`src/include/bcse_pkg.sv`:
```
// package: constants, carriers and states of the sequence engine
`default_nettype none
package bcse_pkg;
  // ****************************************************************
  // op codes (bits 14-10 of the op code word)
  // ****************************************************************
  localparam logic [4:0] OP_XEQ = 5'h01;
  localparam logic [4:0] OP_JMP = 5'h02;
  localparam logic [4:0] OP_CAL = 5'h03;
  localparam logic [4:0] OP_RTN = 5'h04;
  localparam logic [4:0] OP_IRQ = 5'h06;
  localparam logic [4:0] OP_HLT = 5'h07;
  localparam logic [4:0] OP_DLY = 5'h08;
  localparam logic [4:0] OP_WFT = 5'h09;
  localparam logic [4:0] OP_CFT = 5'h0A;
  localparam logic [4:0] OP_CMT = 5'h0B;
  localparam logic [4:0] OP_FLG = 5'h0C;
  localparam logic [4:0] OP_LTT = 5'h0D;
  localparam logic [4:0] OP_LFT = 5'h0E;
  localparam logic [4:0] OP_SFT = 5'h0F;
  localparam logic [4:0] OP_PTT = 5'h10;
  localparam logic [4:0] OP_PBS = 5'h11;
  localparam logic [4:0] OP_PSI = 5'h12;
  localparam logic [4:0] OP_PSM = 5'h13;
  localparam logic [4:0] OP_WTG = 5'h14;
  localparam logic [4:0] OP_XQF = 5'h15;
  localparam logic [4:0] OP_GAP = 5'h05;
  localparam logic [4:0] OP_LAST = 5'h15;
  // ****************************************************************
  // op word fields and masks
  // ****************************************************************
  localparam logic [4:0] OP_PATTERN = 5'h0A;
  localparam logic [15:0] FLIP_MASK = 16'h0010;
  localparam logic [15:0] BSW_KEEP = 16'h3FFF;
  localparam logic [15:0] PC_STEP = 16'h0002;
  localparam logic [2:0] STACK_DEPTH = 3'h4;
  // ****************************************************************
  // register offsets, fields and reset values
  // ****************************************************************
  localparam logic [7:0] REG_CTRL = 8'h00;
  localparam logic [7:0] REG_STATUS = 8'h04;
  localparam logic [7:0] REG_FLAGS = 8'h08;
  localparam logic [7:0] REG_LIST = 8'h0C;
  localparam logic [7:0] REG_TIMERS = 8'h10;
  localparam logic [7:0] REG_FRAME = 8'h14;
  localparam int CTRL_START_BIT = 0;
  localparam int CTRL_STOP_BIT = 1;
  localparam logic [15:0] LIST_RST = 16'h0000;
  localparam logic [7:0] FLAGS_RST = 8'h00;
  // ****************************************************************
  // timing
  // ****************************************************************
  localparam int CLK_PERIOD_NS = 8;
  localparam int US_NS = 1000;
  localparam int FRAME_LSB_US = 100;
  localparam int TICK_1US_CYC = US_NS / CLK_PERIOD_NS;
  localparam int TICK_100US_CYC = FRAME_LSB_US * TICK_1US_CYC;
  // ****************************************************************
  // carriers and states
  // ****************************************************************
  typedef struct packed {
    logic req;
    logic we;
    logic [15:0] addr;
    logic [15:0] wdata;
  } bcse_mem_s;
  typedef struct packed {
    logic start;
    logic [15:0] ptr;
  } bcse_msg_s;
  typedef struct packed {
    logic push;
    logic [15:0] data;
  } bcse_gpq_s;
  typedef enum logic [10:0] {
    ST_IDLE = 11'h001,
    ST_FETCH_OP = 11'h002,
    ST_FETCH_PAR = 11'h004,
    ST_DECODE = 11'h008,
    ST_MSG = 11'h010,
    ST_POST = 11'h020,
    ST_FLIP = 11'h040,
    ST_IND = 11'h080,
    ST_WAIT_MT = 11'h100,
    ST_WAIT_FT = 11'h200,
    ST_WAIT_TRIG = 11'h400
  } bcse_state_e;
endpackage : bcse_pkg
`default_nettype wire
```
`src/hdl/bcse_engine.sv`:
```
// sequence engine: fetch, decode and execute of the message program
// Notes on behaviour
// [RL1] flip op: run message, then flip bit 4
// [RL2] execute op runs message on true condition
// [RL3] jump op branches to parameter when true
// [RL4] call pushes next address, four deep maximum
// [RL5] return resumes at popped address when true
// [RL6] interrupt op sets four sequencer bits
// [RL7] halt stops until host start command
// [RL8] delay counts parameter microseconds before fetch
// [RL9] frame wait holds until frame counter zero
// [RL10] frame compare sets less and equal flags
// [RL11] message compare uses the message timer
// [RL12] message compare zero means equal flags
// [RL13] flag op: two bits per flag action
// [RL14] time tag load from parameter when true
// [RL15] frame timer register load when true
// [RL16] frame counter starts from timer register
// [RL17] push time tag onto queue
// [RL18] push block status, top two bits cleared
// [RL19] push parameter as immediate word
// [RL20] push word read from parameter address
// [RL21] bad code, parity or pattern halts
// [RL22] condition: four-bit select, bit 4 inverts
// [RL23] stack overflow or underflow halts engine
// [RL24] false flip condition leaves pointer unchanged
//
// Our own choices: the register addresses and the APB interface to the registers.
`default_nettype none
module bcse_engine #(
  parameter int FRAME_TICK_CYC = bcse_pkg::TICK_100US_CYC
) (
  input wire logic I_CORE_CLK,
  input wire logic I_RST,
  input wire logic I_PSEL,
  input wire logic I_PENABLE,
  input wire logic I_PWRITE,
  input wire logic [7:0] I_PADDR,
  input wire logic [31:0] I_PWDATA,
  output logic [31:0] O_PRDATA,
  output logic O_PREADY,
  output logic O_PSLVERR,
  output bcse_pkg::bcse_mem_s O_MEM,
  input wire logic I_MEM_ACK,
  input wire logic [15:0] I_MEM_RDATA,
  output bcse_pkg::bcse_msg_s O_MSG,
  input wire logic I_MSG_DONE,
  input wire logic [15:0] I_MSG_BSW,
  input wire logic [6:0] I_MSG_FLAGS,
  output bcse_pkg::bcse_gpq_s O_GPQ,
  output logic [3:0] O_SEQ_IRQ,
  output logic O_TT_LOAD,
  output logic [15:0] O_TT_VALUE,
  input wire logic [15:0] I_TT_VALUE,
  input wire logic I_EXT_TRIG,
  output logic O_RUNNING
);
  import bcse_pkg::*;

  // ****************************************************************
  // state and decode
  // ****************************************************************
  bcse_state_e state_r;
  logic [15:0] pc_r, op_r, par_r, list_r, last_bsw_r;
  logic [15:0] msg_tmr_r, frame_cnt_r, frame_reg_r, frame_pre_r;
  logic [6:0] us_pre_r;
  logic [7:0] gp_r;
  logic [3:0] halt_r;
  logic [2:0] depth_r;
  logic [15:0] stack_r [0:3];
  bcse_mem_s mem_r;
  bcse_msg_s msg_r;
  bcse_gpq_s gpq_r;
  logic [3:0] irq_r;
  logic tt_load_r, run_r, pready_r, pslverr_r;
  logic [15:0] tt_val_r;
  logic [31:0] prdata_r;
  logic trig_s1_r, trig_s2_r, trig_d_r;
  logic [4:0] opc, ex_is;
  logic [15:0] all_flags, pc_next, cmp_val;
  logic cond, legal, uncond, ex, stk_err, tick_us, tick_fr, mem_ok;
  logic host_start, host_stop, apb_fire, apb_wr;

  assign opc = op_r[14:10];
  // condition code: select one of sixteen flags, bit 4 inverts
  assign all_flags = {1'b1, I_MSG_FLAGS, gp_r};
  assign cond = all_flags[op_r[3:0]] ^ op_r[4]; // [RL22]
  // odd parity, fixed pattern and defined code
  assign legal = (^op_r) && (op_r[9:5] == OP_PATTERN) &&
                 (opc != 5'h00) && (opc != OP_GAP) &&
                 (opc <= OP_LAST); // [RL21]
  assign uncond = (opc == OP_XQF) || (opc == OP_CFT) ||
                  (opc == OP_CMT) || (opc == OP_FLG);
  assign ex = (state_r == ST_DECODE) && legal && (cond || uncond);
  assign ex_is = ex ? opc : 5'h00;
  assign stk_err = ((ex_is == OP_CAL) && (depth_r == STACK_DEPTH)) ||
                   ((ex_is == OP_RTN) && (depth_r == 3'h0)); // [RL23]
  assign pc_next = 16'(pc_r + PC_STEP);
  assign mem_ok = mem_r.req && I_MEM_ACK;
  assign cmp_val = (opc == OP_CMT) ? msg_tmr_r : frame_cnt_r; // [RL11]
  assign apb_fire = I_PSEL && I_PENABLE && pready_r;
  assign apb_wr = apb_fire && I_PWRITE && (I_PADDR == REG_CTRL);
  assign host_start = apb_wr && I_PWDATA[CTRL_START_BIT];
  assign host_stop = apb_wr && I_PWDATA[CTRL_STOP_BIT];

  // ****************************************************************
  // sequencer state machine
  // ****************************************************************
  // fetch op and parameter, dispatch, wait states
  always_ff @(posedge I_CORE_CLK or posedge I_RST)
  begin
    if (I_RST)
    begin
      state_r <= ST_IDLE;
      pc_r <= 16'h0000;
      op_r <= 16'h0000;
      par_r <= 16'h0000;
      mem_r <= '0;
      msg_r <= '0;
      halt_r <= 4'h0;
    end
    else
    begin
      msg_r.start <= 1'b0;
      if (host_stop)
      begin
        state_r <= ST_IDLE;
        mem_r.req <= 1'b0;
      end
      else
      begin
        case (state_r)
          ST_IDLE:
          begin
            // only a host start leaves idle
            if (host_start) // [RL7]
            begin
              pc_r <= list_r;
              halt_r <= 4'h0;
              state_r <= ST_FETCH_OP;
            end
          end
          ST_FETCH_OP, ST_FETCH_PAR:
          begin
            if (mem_ok)
            begin
              mem_r.req <= 1'b0;
              if (state_r == ST_FETCH_OP)
              begin
                op_r <= I_MEM_RDATA;
                state_r <= ST_FETCH_PAR;
              end
              else
              begin
                par_r <= I_MEM_RDATA;
                state_r <= ST_DECODE;
              end
            end
            else if (!mem_r.req)
            begin
              mem_r.req <= 1'b1;
              mem_r.we <= 1'b0;
              mem_r.addr <= (state_r == ST_FETCH_OP) ? pc_r : 16'(pc_r + 1);
            end
          end
          ST_DECODE:
          begin
            if (!legal)
            begin
              state_r <= ST_IDLE; // [RL21]
              halt_r[2] <= ~(^op_r);
              halt_r[1] <= ^op_r;
            end
            else if (stk_err)
            begin
              state_r <= ST_IDLE; // [RL23]
              halt_r[3] <= 1'b1;
            end
            else if (!ex)
            begin
              pc_r <= pc_next;
              state_r <= ST_FETCH_OP;
            end
            else
            begin
              case (opc)
                OP_XEQ, OP_XQF:
                begin
                  msg_r.start <= 1'b1; // [RL2] [RL1]
                  msg_r.ptr <= par_r;
                  state_r <= ST_MSG;
                end
                OP_JMP, OP_CAL:
                begin
                  pc_r <= par_r; // [RL3] [RL4]
                  state_r <= ST_FETCH_OP;
                end
                OP_RTN:
                begin
                  pc_r <= stack_r[2'(depth_r - 3'h1)]; // [RL5]
                  state_r <= ST_FETCH_OP;
                end
                OP_HLT:
                begin
                  halt_r[0] <= 1'b1; // [RL7]
                  state_r <= ST_IDLE;
                end
                OP_DLY: state_r <= ST_WAIT_MT; // [RL8]
                OP_WFT: state_r <= ST_WAIT_FT; // [RL9]
                OP_WTG: state_r <= ST_WAIT_TRIG;
                OP_PSM: state_r <= ST_IND; // [RL20]
                default:
                begin
                  pc_r <= pc_next;
                  state_r <= ST_FETCH_OP;
                end
              endcase
            end
          end
          ST_MSG:
            if (I_MSG_DONE)
              state_r <= (opc == OP_XQF) ? ST_POST : ST_FETCH_OP;
          ST_POST:
          begin
            // flip only on a true condition after the message
            if (cond) // [RL1] [RL24]
              state_r <= ST_FLIP;
            else
              state_r <= ST_FETCH_OP;
          end
          ST_FLIP:
          begin
            if (mem_ok)
            begin
              mem_r.req <= 1'b0;
              state_r <= ST_FETCH_OP;
            end
            else if (!mem_r.req)
            begin
              mem_r <= '{1'b1, 1'b1, 16'(pc_r + 1), par_r ^ FLIP_MASK}; // [RL1]
            end
          end
          ST_IND:
          begin
            if (mem_ok)
            begin
              mem_r.req <= 1'b0;
              state_r <= ST_FETCH_OP;
            end
            else if (!mem_r.req)
            begin
              mem_r.req <= 1'b1; // [RL20]
              mem_r.we <= 1'b0;
              mem_r.addr <= par_r;
            end
          end
          ST_WAIT_MT:
            if (msg_tmr_r == 16'h0000)
              state_r <= ST_FETCH_OP; // [RL8]
          ST_WAIT_FT:
            if (frame_cnt_r == 16'h0000)
              state_r <= ST_FETCH_OP; // [RL9]
          ST_WAIT_TRIG:
            if (trig_s2_r && !trig_d_r)
              state_r <= ST_FETCH_OP;
          default: state_r <= ST_IDLE;
        endcase
        // leaving a multi-cycle op or wait moves past the parameter
        if ((state_r == ST_MSG && I_MSG_DONE && opc != OP_XQF) ||
            (state_r == ST_POST && !cond) || (state_r != ST_DECODE &&
            state_r != ST_FETCH_OP && state_r != ST_FETCH_PAR &&
            state_r != ST_IDLE && state_r != ST_MSG && state_r != ST_POST &&
            state_r != ST_WAIT_MT && state_r != ST_WAIT_FT &&
            state_r != ST_WAIT_TRIG && mem_ok) ||
            (state_r == ST_WAIT_MT && msg_tmr_r == 16'h0000) ||
            (state_r == ST_WAIT_FT && frame_cnt_r == 16'h0000) ||
            (state_r == ST_WAIT_TRIG && trig_s2_r && !trig_d_r))
          pc_r <= pc_next;
      end
    end
  end

  // ****************************************************************
  // call stack
  // ****************************************************************
  // push return address on call, pop on return
  always_ff @(posedge I_CORE_CLK or posedge I_RST)
  begin
    if (I_RST)
      depth_r <= 3'h0;
    else if (state_r == ST_IDLE && host_start)
      depth_r <= 3'h0;
    else if (ex_is == OP_CAL && !stk_err)
    begin
      stack_r[depth_r[1:0]] <= pc_next; // [RL4]
      depth_r <= 3'(depth_r + 3'h1);
    end
    else if (ex_is == OP_RTN && !stk_err)
      depth_r <= 3'(depth_r - 3'h1); // [RL5]
  end

  // ****************************************************************
  // condition flags
  // ****************************************************************
  // engine op first, a host write in the same cycle is dropped
  always_ff @(posedge I_CORE_CLK or posedge I_RST)
  begin
    if (I_RST)
      gp_r <= FLAGS_RST;
    else if (ex_is == OP_FLG)
      gp_r <= (gp_r & ~par_r[15:8] & ~par_r[7:0]) |
              (par_r[7:0] & ~par_r[15:8]) |
              (~gp_r & par_r[15:8] & par_r[7:0]); // [RL13]
    else if (ex_is == OP_CFT || ex_is == OP_CMT)
    begin
      gp_r[0] <= par_r < cmp_val; // [RL10] [RL12]
      gp_r[1] <= par_r == cmp_val;
    end
    else if (apb_fire && I_PWRITE && I_PADDR == REG_FLAGS)
      gp_r <= (gp_r & ~I_PWDATA[15:8] & ~I_PWDATA[7:0]) |
              (I_PWDATA[7:0] & ~I_PWDATA[15:8]) |
              (~gp_r & I_PWDATA[15:8] & I_PWDATA[7:0]);
  end

  // ****************************************************************
  // timers
  // ****************************************************************
  assign tick_us = us_pre_r == 7'(TICK_1US_CYC - 1);
  assign tick_fr = frame_pre_r == 16'(FRAME_TICK_CYC - 1);
  // timebases, message timer and frame counter; frame freezes in idle
  always_ff @(posedge I_CORE_CLK or posedge I_RST)
  begin
    if (I_RST)
    begin
      us_pre_r <= 7'h00;
      frame_pre_r <= 16'h0000;
      msg_tmr_r <= 16'h0000;
      frame_cnt_r <= 16'h0000;
      frame_reg_r <= 16'h0000;
    end
    else
    begin
      us_pre_r <= tick_us ? 7'h00 : 7'(us_pre_r + 7'h01);
      frame_pre_r <= tick_fr ? 16'h0000 : 16'(frame_pre_r + 16'h0001);
      if (ex_is == OP_DLY)
        msg_tmr_r <= par_r; // [RL8]
      else if (tick_us && msg_tmr_r != 16'h0000)
        msg_tmr_r <= 16'(msg_tmr_r - 16'h0001);
      if (ex_is == OP_LFT)
        frame_reg_r <= par_r; // [RL15]
      if (ex_is == OP_SFT)
        frame_cnt_r <= frame_reg_r; // [RL16]
      else if (tick_fr && state_r != ST_IDLE && frame_cnt_r != 16'h0000)
        frame_cnt_r <= 16'(frame_cnt_r - 16'h0001);
    end
  end

  // ****************************************************************
  // queue, interrupt, time tag and trigger
  // ****************************************************************
  // one-cycle strobes toward queue, interrupt and time tag logic
  always_ff @(posedge I_CORE_CLK or posedge I_RST)
  begin
    if (I_RST)
    begin
      gpq_r <= '0;
      irq_r <= 4'h0;
      tt_load_r <= 1'b0;
      tt_val_r <= 16'h0000;
      last_bsw_r <= 16'h0000;
      run_r <= 1'b0;
    end
    else
    begin
      gpq_r.push <= 1'b1;
      irq_r <= (ex_is == OP_IRQ) ? par_r[3:0] : 4'h0; // [RL6]
      tt_load_r <= ex_is == OP_LTT; // [RL14]
      run_r <= state_r != ST_IDLE;
      if (ex_is == OP_LTT)
        tt_val_r <= par_r;
      if (state_r == ST_MSG && I_MSG_DONE)
        last_bsw_r <= I_MSG_BSW;
      case (ex_is)
        OP_PTT: gpq_r.data <= I_TT_VALUE; // [RL17]
        OP_PBS: gpq_r.data <= last_bsw_r & BSW_KEEP; // [RL18]
        OP_PSI: gpq_r.data <= par_r; // [RL19]
        default:
        begin
          gpq_r.data <= I_MEM_RDATA; // [RL20]
          gpq_r.push <= state_r == ST_IND && mem_ok;
        end
      endcase
    end
  end

  // external trigger pin: two stages, then edge history
  always_ff @(posedge I_CORE_CLK or posedge I_RST)
  begin
    if (I_RST)
    begin
      trig_s1_r <= 1'b0;
      trig_s2_r <= 1'b0;
      trig_d_r <= 1'b0;
    end
    else
    begin
      trig_s1_r <= I_EXT_TRIG;
      trig_s2_r <= trig_s1_r;
      trig_d_r <= trig_s2_r;
    end
  end

  // ****************************************************************
  // apb slave
  // ****************************************************************
  // answer in the second access cycle, unmapped reads zero with error
  always_ff @(posedge I_CORE_CLK or posedge I_RST)
  begin
    if (I_RST)
    begin
      pready_r <= 1'b0;
      pslverr_r <= 1'b0;
      prdata_r <= 32'h0000_0000;
      list_r <= LIST_RST;
    end
    else
    begin
      pready_r <= I_PSEL && I_PENABLE && !pready_r;
      if (apb_fire && I_PWRITE && I_PADDR == REG_LIST)
        list_r <= I_PWDATA[15:0];
      if (I_PSEL && I_PENABLE && !pready_r)
      begin
        pslverr_r <= 1'b0;
        case (I_PADDR)
          REG_CTRL: prdata_r <= 32'h0000_0000;
          REG_STATUS: prdata_r <= {pc_r, 8'h00, 1'b0, depth_r, halt_r};
          REG_FLAGS: prdata_r <= {24'h00_0000, gp_r};
          REG_LIST: prdata_r <= {16'h0000, list_r};
          REG_TIMERS: prdata_r <= {msg_tmr_r, frame_cnt_r};
          REG_FRAME: prdata_r <= {16'h0000, frame_reg_r};
          default:
          begin
            prdata_r <= 32'h0000_0000;
            pslverr_r <= 1'b1;
          end
        endcase
      end
    end
  end

  assign O_PRDATA = prdata_r;
  assign O_PREADY = pready_r;
  assign O_PSLVERR = pslverr_r;
  assign O_MEM = mem_r;
  assign O_MSG = msg_r;
  assign O_GPQ = gpq_r;
  assign O_SEQ_IRQ = irq_r;
  assign O_TT_LOAD = tt_load_r;
  assign O_TT_VALUE = tt_val_r;
  assign O_RUNNING = run_r;
endmodule : bcse_engine
`default_nettype wire

```
`config.mk`:
```
export PLATFORM = sky130hd
export DESIGN_NAME = bcse_engine
export DESIGN_NICKNAME = d
export VERILOG_FILES = /design/src/include/bcse_pkg.sv /design/src/hdl/bcse_engine.sv
export SDC_FILE = /design/constraint.sdc
export NUM_CORES = 1
export LEC_CHECK = 0
export BUFFER_PORTS_ARGS = -buffer_cell sky130_fd_sc_hd__buf_4
export CORE_ASPECT_RATIO = 1.4
export CORE_MARGIN = 5
export CORE_UTILIZATION = 53
export DETAILED_ROUTE_END_ITERATION = 12
export GPL_TIMING_DRIVEN = 1
export PLACE_DENSITY = 0.77
export SYNTH_ARGS = -nofsm -noshare
export SYNTH_HDL_FRONTEND = slang
export SYNTH_SLANG_ARGS = --single-unit
```
`constraint.sdc`:
```
create_clock -name I_CORE_CLK -period 9.44 [get_ports I_CORE_CLK]
set_clock_uncertainty 0.1 [all_clocks]
set_input_delay 0.944 -clock I_CORE_CLK [delete_from_list [all_inputs] [get_ports I_CORE_CLK]]
set_output_delay 0.944 -clock I_CORE_CLK [all_outputs]
set_load 0.05 [all_outputs]
```
### Word level (Yosys, flattened, before mapping)

Memory sizes are Yosys's and may differ from the RTL's.
Index checks and enable logic that the tools add are counted.
Widths: inputs -> output; s select.

* logic and storage cells: 326
* register bits after elaboration: 302
* memories kept: 1
* output and inout port bits: 124
* bits in writable memories: 64

Memory list
* stack_r: depth 4, bits a word 16, rd ports 1, clocked after Yosys merged registers in 0, write ports 1, RTL line bcse_engine.sv:70 `logic [15:0] stack_r [0:3];`

* bitwise operators: 27
* reduce and logical (&&, ||, !) cells: 94
* equal/unequal tests: 83
* add/subtract/negate cells: 8
* order comparisons: 3
* mux-type cells: 75

Operators by type and width (number)
* $mux 16: 12
* $mux 17: 10
* $pmux 32 s5: 1
* $mux 11: 11
* $pmux 11 s9: 1
* $pmux 16 s3: 2
* $and 8x8->8: 10
* $mux 33: 2
* $pmux 11 s6: 1
* $eq 5x4->1 const B: 13
* $pmux 18 s3: 1
* $logic_and 1x1->1: 43
* $not 8->8: 5
* $add 16x1->16 const B: 2
* $logic_not 16->1: 2
* $or 8x8->8: 4
* $pmux 16 s2: 1
* $reduce_bool 16->1: 2
* $sub 16x1->16 const B: 2
* $eq 5x5->1 const B: 6
* $ne 2x2->1 const B: 13
* $ne 3x3->1 const B: 7
* $eq 5x3->1 const B: 4
* $add 16x2->16 const B: 1
* other kinds (72): 134

### Depth between registers and ports, before layout

Gate-level depths: netlist (run 1).

* depth after elaboration: 17
* depth in mapped cells: 17
* mapped depth without buffers: 15

### Worst setup path before layout (run 1)

OpenSTA, ideal clock, no wires.

* path type: reg-to-reg
* from: register op_r[11]
* to: register msg_r, in the netlist O_MSG[1]
* path slack: 5.733 ns
* cell stages (with the launch flop): 13
* arrival: 3.480 ns
* required time: 9.212 ns
* setup time: 0.128 ns
* path buffers: 3
* path through: dfrtp_1 > clkbuf_1 > inv_1 > ha_1 > xnor2_1 > xnor3_1 > xnor3_2 > or3_4 > a211oi_4 > and4_1 > buf_6 > buf_6 > mux2_1

* cells in the longest elaborated chain, start to end: 13
* elaborated cells between the ends (all ways): 28

Ends and longest elaborated chain
* from (decl): RTL line bcse_engine.sv:64 `logic [15:0] pc_r, op_r, par_r, list_r, last_bsw_r;`
* from (signal assigned): RTL line bcse_engine.sv:116 `op_r <= 16'h0000;`
* from (signal assigned): RTL line bcse_engine.sv:150 `op_r <= I_MEM_RDATA;`
* $reduce_xor 16->1: RTL line bcse_engine.sv:89 `assign legal = (^op_r) && (op_r[9:5] == OP_PATTERN) &&`
* $logic_and 1x1->1 (2 in a row): RTL line bcse_engine.sv:89
* $logic_and 1x1->1 (2 in a row): RTL line bcse_engine.sv:90 `(opc != 5'h00) && (opc != OP_GAP) &&`
* $logic_and 1x1->1 (2 in a row): RTL line bcse_engine.sv:94 `assign ex = (state_r == ST_DECODE) && legal && (cond || uncond);`
* $mux 5: RTL line bcse_engine.sv:95 `assign ex_is = ex ? opc : 5'h00;`
* $eq 5x2->1 or $eq 5x3->1 (tied branches): RTL line bcse_engine.sv:96, bcse_engine.sv:97
* $logic_and 1x1->1 (on tied branches): RTL line bcse_engine.sv:96, bcse_engine.sv:97
* $logic_or 1x1->1: RTL line bcse_engine.sv:96 `assign stk_err = ((ex_is == OP_CAL) && (depth_r == STACK_DEPTH)) ||`
* $not 1->1 (no source line)
* $reduce_and 6->1 (no source line) (*)
* to (decl): RTL line bcse_engine.sv:72 `bcse_msg_s msg_r;`

Mark *: on every way between the ends. The rest lies on a longest branch, timed or not.
A chain may end at the register's enable or synchronous reset.

### Worst setup path after layout (run 1)

* from: register op_r[11]
* to: register pc_r[15]

* cells in the longest elaborated chain, start to end: 13
* elaborated cells between the ends (all ways): 54

Ends and longest elaborated chain
* $reduce_xor 16->1: RTL line bcse_engine.sv:89
* $logic_and 1x1->1 (2 in a row): RTL line bcse_engine.sv:89
* $logic_and 1x1->1 (2 in a row): RTL line bcse_engine.sv:90
* $logic_and 1x1->1 (2 in a row): RTL line bcse_engine.sv:94
* $mux 5: RTL line bcse_engine.sv:95
* $eq 5x2->1 or $eq 5x3->1 (tied branches): RTL line bcse_engine.sv:96, bcse_engine.sv:97
* $logic_and 1x1->1 (on tied branches): RTL line bcse_engine.sv:96, bcse_engine.sv:97
* $logic_or 1x1->1: RTL line bcse_engine.sv:96
* $ne 3x2->1 (no source line)
* $reduce_and 6->1 (no source line)
* to (signal assigned): RTL line bcse_engine.sv:138 `pc_r <= list_r;`
* to (signal assigned): RTL line bcse_engine.sv:181 `pc_r <= pc_next;`
* to (signal assigned): RTL line bcse_engine.sv:195 `pc_r <= par_r;`
* to (decl): RTL line bcse_engine.sv:64

Several ways; a longest one is shown, not always the timed one. The select of a mux whose other input is x is not followed.

==> metrics.yaml, run 1 <==
initial_core_util_pct: 53.2
cts.sinks: 366
cts_root_buffer: "clkbuf_16"
synth_top_area_cell: "dfrtp_1"
path_class: "flip-flop to flip-flop"
post_cts_buffers: 0
postCtsHoldBufs: 0
design.core.area_um2: 34800
syn-cell-area_um2: 18500
clk_pin_slew_ns: 0.07
async_flop_share_pct: 82.5
yosysTopAreaCellShare_pct: 40.7
min_path_type: "flip-flop to flip-flop"
cap_violations: 0
final_antenna_net_count: 0
gp_congestion: 0.999
worst_slew_pin_slew_ns: 1.19
ctsResizeCount: 0
rsz0062_at_grt: "no"
synth-edff-count: 64
netlist-cell-type-count: 87
synth_flop_cell: "dfrtp_1"
die_y_um: 231
overflow: 0
yosysMostFrequentCell: "dfrtp_1"
finalSetupViolCount: 0
drt_wl_total_mm: 56.7
grt_pass1_vias: 14400
slew_headroom_pct: 20.4
hpwl_mm: 40.0
htree_num_levels: 2
num_vias: 14200
cts_buffers: 37
status: "finished, final reports clean"
grt_pass1_wl_mm: 86.7
port_buffers: 208
yosys_warnings: 0
fp.dieW_um: 168
design.die.area_um2: 38800
crit_required_ns: 9.76
wl_per_cell_um: 25.0
drt_iter0_drc: 1307
synthTopCellsByCount: "301 x dfrtp_1, 124 x nand2_1, 111 x nor2_1, 104 x mux2_2, 75 x a21oi_1"
fin_tns_setup_ns: 0
synth_area_leaders: "dfrtp_1 41%, edfxtp_1 10%, mux2_2 6.3%"
fin_crit_sh_pct: 49.5
vias_per_cell: 6.25
total_leakage_power_nw: 9.46
power.density_nw_per_um2: 227
cts_tree: "done"
utilization_pct: 61.9
cts.path.max_buffers: 3
finalHoldViolCount: 0
cp-end-kind: "flip-flop"
slew_viol_final: 0
vdd_ir_drop_max_mv: 0.270
total_power_mw: 4.88
fmax_mhz: 214
worstSetupStartpointType: "flip-flop"
ys_seq_area_share_pct: 51.3
grt_usage_pct: 28.9
crit_fanout: 19
syn_nets: 1762
grt_start_max_net_pins: 148
avgSynthCellArea_um2: 11.4
drive_gt1_share_pct: 25.3
drc: 0
drt-pass1-iter-count: 6
clk_latency_ns: 0.53
rows: 81
io_pins: 227
cp_data_arrival_time_ns: 4.99
syn-instance-count: 1622
syn_to_final_growth_pct: 16.3
nets: 1929
grt_antenna_before_repair: 0
period_minus_slack_ns: 4.68
ys_ff_latch: 366
[layout make-up]
class,count,area (µm²)
Tap cell,456,571
Multi-Input combinational cell,1109,8400
Fill cell,2761,13300
Antenna cell,1,2.50
Sequential cell,366,9480
Clock inverter,13,97.6
Clock buffer,51,1040
Inverter,41,161
Timing Repair Buffer,234,1760
[layer usage]
| metal | share of wire [%] | routed length [µm] | track usage (%) | up-vias |
|---|---|---|---|---|
| met5 | 0 | 0 | 0 | - |
| met3 | 11 | 6110 | 7.69 | 191 |
| met1 | 36 | 20200 | 35.4 | 6942 |
| li1 | - | - | - | 6260 |
| met4 | 6.5 | 3680 | 15.7 | 0 |
| met2 | 47 | 26600 | 46.8 | 809 |
[power breakdown]
part	switching, mW	internal (mW)	leakage, nW	total, mW
clock	0.608	0.797	0.558	1.41
sequential	0.247	1.77	4.43	2.01
combinational	0.935	0.523	4.46	1.46
[placed cells by master (no fill, tap or decap), drive strengths merged, types with 30 or more instances in the layout]
cell | Yosys | final
dfrtp | 301 | 301
buf | 35 | 234
mux2 | 135 | 135
nand2 | 125 | 125
nor2 | 112 | 112
a21oi | 76 | 76
o21ai | 74 | 74
a22oi | 71 | 71
edfxtp | 64 | 64
xnor2 | 55 | 55
clkbuf | 71 | 51
inv | 41 | 42
nand3 | 38 | 38
ha | 37 | 37
xor2 | 36 | 36
mux2i | 33 | 33
nor3 | 30 | 30
[critical path, stage by stage, from the launching register on]
cell	delay, ns
dfrtp_1	0.60
inv_1	0.17
ha_1	0.34
xnor2_1	0.15
xnor3_1	0.46
xnor3_2	0.51
or3_4	0.41
a21oi_4	0.53
a2111oi_4	0.19
buf_4	0.24
and2_1	0.44
mux2_4	0.41
[flip-flops by register name (all words and copies together) (netlist names), 11 cells and up]
name	flops
stack_r	64
O_MEM	34
O_PRDATA	32
O_GPQ	17
O_MSG	17
O_TT_VALUE	16
frame_cnt_r	16
frame_pre_r	16
frame_reg_r	16
list_r	16
msg_tmr_r	16
op_r	16
par_r	16
pc_r	16
last_bsw_r	14
state_r	11
[cell families (layout without fill, tap and decap cells)]
kind of cell / count (synthesis) / after routing / synth area share [%]
AO/OA/AOI/OAI: 349 / 349 / 13.4
XOR/XNOR: 93 / 93 / 4.74
adder cells (fa/ha/maj): 37 / 37 / 2.50
buffers and inverters: 147 / 339 / 3.55
flip-flops: 366 / 366 / 51.3
multiplexers: 188 / 188 / 12.5
other: 0 / 1 / 0
AND/OR/NAND/NOR: 442 / 442 / 12.1
[path summary, 6_finish.rpt]
check	start	end	slack, ns	cells after the start
min in group asynchronous	I_RST	par_r[15]	0.58	2
worst max-delay path	op_r[11]	pc_r[15]	4.76	11
max in group asynchronous	I_RST	O_PRDATA[1]	7.00	3
worst min-delay path	trig_s1_r	trig_s2_r	0.25	0
worst min register to register	trig_s1_r	trig_s2_r	0.25	0
worst max register to register	op_r[11]	pc_r[15]	4.76	11
[metrics by stage]
step                setup WS (ns)  cell area (µm²)  std cells  hold WS (ns)
floorplan                  0.0517            18500       1622         0.231
global placement             4.89            20400       2206         0.232
detailed placement           4.84            20400       2206         0.238
CTS                          4.83            21500       2270         0.253
global route                 4.66            21500       2270         0.260
finish                       4.76            21500       2271         0.250
Power figures use the tool's default switching activity.
==> run 2, diff against run 1 <==
==> constraint.sdc (replaced) <==
create_clock -name I_CORE_CLK -period 4.2 [get_ports I_CORE_CLK]
set_clock_uncertainty 0.1 [all_clocks]
set_input_delay 0.42 -clock I_CORE_CLK [delete_from_list [all_inputs] [get_ports I_CORE_CLK]]
set_output_delay 0.42 -clock I_CORE_CLK [all_outputs]
set_load 0.05 [all_outputs]
==> metrics.yaml, run 2 (synthesis results as in run 1) <==
io_pins: 227
placed_area_um2: 20600
grt_usage_pct: 29.0
wl_per_cell_um: 24.7
total_leakage_power_nw: 9.64
status: "finished, final reports clean"
rsz0062_at_grt: "no"
final_cell_mix: "301 x dfrtp_1, 265 x buf_4, 124 x nand2_1"
cts_tree: "done"
cp-end-kind: "flip-flop"
design.die.area_um2: 38800
drt_iter0_drc: 1303
path_cells: "inv_1 > ha_1 > xnor2_1 > xnor3_1 > xnor3_2 > or3_4 > a211oi_4 > and4_1 > buf_4 > mux2_1"
worstSetupStartpointType: "flip-flop"
finalHoldViolCount: 0
drt-pass1-iter-count: 6
largest_reg_flops: 64
path_class: "flip-flop to flip-flop"
htree_num_levels: 2
grt_start_max_net_pins: 92
clk_latency_ns: 0.53
finalInstanceArea_um2: 21800
die_y_um: 231
final_antenna_net_count: 0
ctsResizeCount: 0
power.density_nw_per_um2: 508
cts.path.max_buffers: 3
gp_congestion: 1.01
overflow: 0
cp_slowest_cell: "xnor3_2"
layout_commonest_cell: "dfrtp_1"
drt_wl_total_mm: 56.9
crit_fanout: 18
period_minus_slack_ns: 3.75
slew_headroom_pct: 24.5
nets: 1964
cp_data_arrival_time_ns: 4.06
cts_root_buffer: "clkbuf_16"
grt_pass1_wl_mm: 87.0
cap_violations: 0
fin_ws_ns: 0.447
syn_to_final_growth_pct: 17.9
grt_antenna_before_repair: 0
hpwl_mm: 40.8
drc: 0
worst_slew_pin_slew_ns: 1.13
fp.dieW_um: 168
port_buffers: 208
initial_core_util_pct: 53.2
rows: 81
clk_pin_slew_ns: 0.06
cp_slowest_stage_delay_ns: 0.50
vdd_ir_drop_max_mv: 0.481
fin_crit_sh_pct: 89.4
filler_cell_count: 2755
fmax_mhz: 266
post-place-ws_ns: 0.502
design.core.area_um2: 34800
num_vias: 14400
crit_required_ns: 4.51
min_path_type: "input pin to flip-flop"
grt_pass1_vias: 14500
n_antenna_cell: 0
vias_per_cell: 6.23
cts.sinks: 366
cts_buffers: 36
finalSetupViolCount: 0
slew_viol_final: 0
drive_gt1_share_pct: 26.4
==> run 2: cell count changes in the layout (fill, tap and decap cells not counted), moves of 2 or more <==
| cell | change |
|---|---|
| buf_4 | +31 |
| bufinv_16 | +2 |
| clkbuf_8 | -2 |
| dlygate4sd3_1 | +4 |
==> run 2: metrics by stage <==
step                      instances  setup TNS (ns)  util [%]  hold WS (ns)  power [mW]
after floorplan                1622         -100.60         -         0.231        6.65
after global placement         2238               0      59.3         0.242        7.75
after detailed placement       2238               0      59.3         0.243        7.82
after CTS                      2305               0      62.7      0.000596        11.0
after global routing           2305               0      62.7        0.0157        11.5
final                          2305               0      62.7        0.0210        11.1
==> run 2: final timing paths <==
| check | cells past startpoint | end | from | slack [ns] |
|---|---|---|---|---|
| min in group asynchronous | 3 | O_TT_VALUE[4] | I_RST | 0.37 |
| worst max register to register | 10 | O_MSG[0] | op_r[10] | 0.45 |
| max in group asynchronous | 4 | frame_pre_r[5] | I_RST | 2.30 |
| worst min register to register | 0 | trig_s2_r | trig_s1_r | 0.25 |
| worst max-delay path | 10 | O_MSG[0] | op_r[10] | 0.45 |
| worst min-delay path | 3 | O_GPQ[12] | I_TT_VALUE[12] | 0.02 |
==> run 2: power breakdown <==
part	switching, mW	total, mW	internal [mW]
combinational	2.16	3.39	1.23
clock	1.35	3.22	1.87
sequential	0.491	4.46	3.97
==> run 2: repair_timing <==
item | in CTS | in global routing
endpoints found under the hold margin | 13 | 0
hold buffers | 4 | 0
buffers inserted | 0 | 0
==> run 2: worst max-delay path: cells and delay by family (launching register included) <==
kind / cells / cell delay [ns]
flip-flops: 1 / 0.38
XOR/XNOR: 3 / 1.11
AND/OR/NAND/NOR: 2 / 0.65
adder cells (fa/ha/maj): 1 / 0.26
buffers and inverters: 2 / 0.39
AO/OA/AOI/OAI: 1 / 0.37
multiplexers: 1 / 0.36
==> run 2: area by class of cell <==
type                            instances  area [µm²]  area share (%)
Sequential cell                       366        9480            43.5
Clock inverter                         13         144           0.660
Tap cell                              456         571            2.62
Multi-Input combinational cell       1109        8390            38.5
Timing Repair Buffer                  270        2050            9.40
Clock buffer                           50        1010            4.65
Inverter                               41         158           0.723
==> run 2: routing by layer <==
metal | global-route usage [%] | vias up | wire (µm)
met5 | 0 | - | 0
met1 | 35.7 | 7062 | 20300
met3 | 8.17 | 177 | 6260
met2 | 46.5 | 796 | 26700
met4 | 15.8 | 0 | 3640
li1 | - | 6324 | -
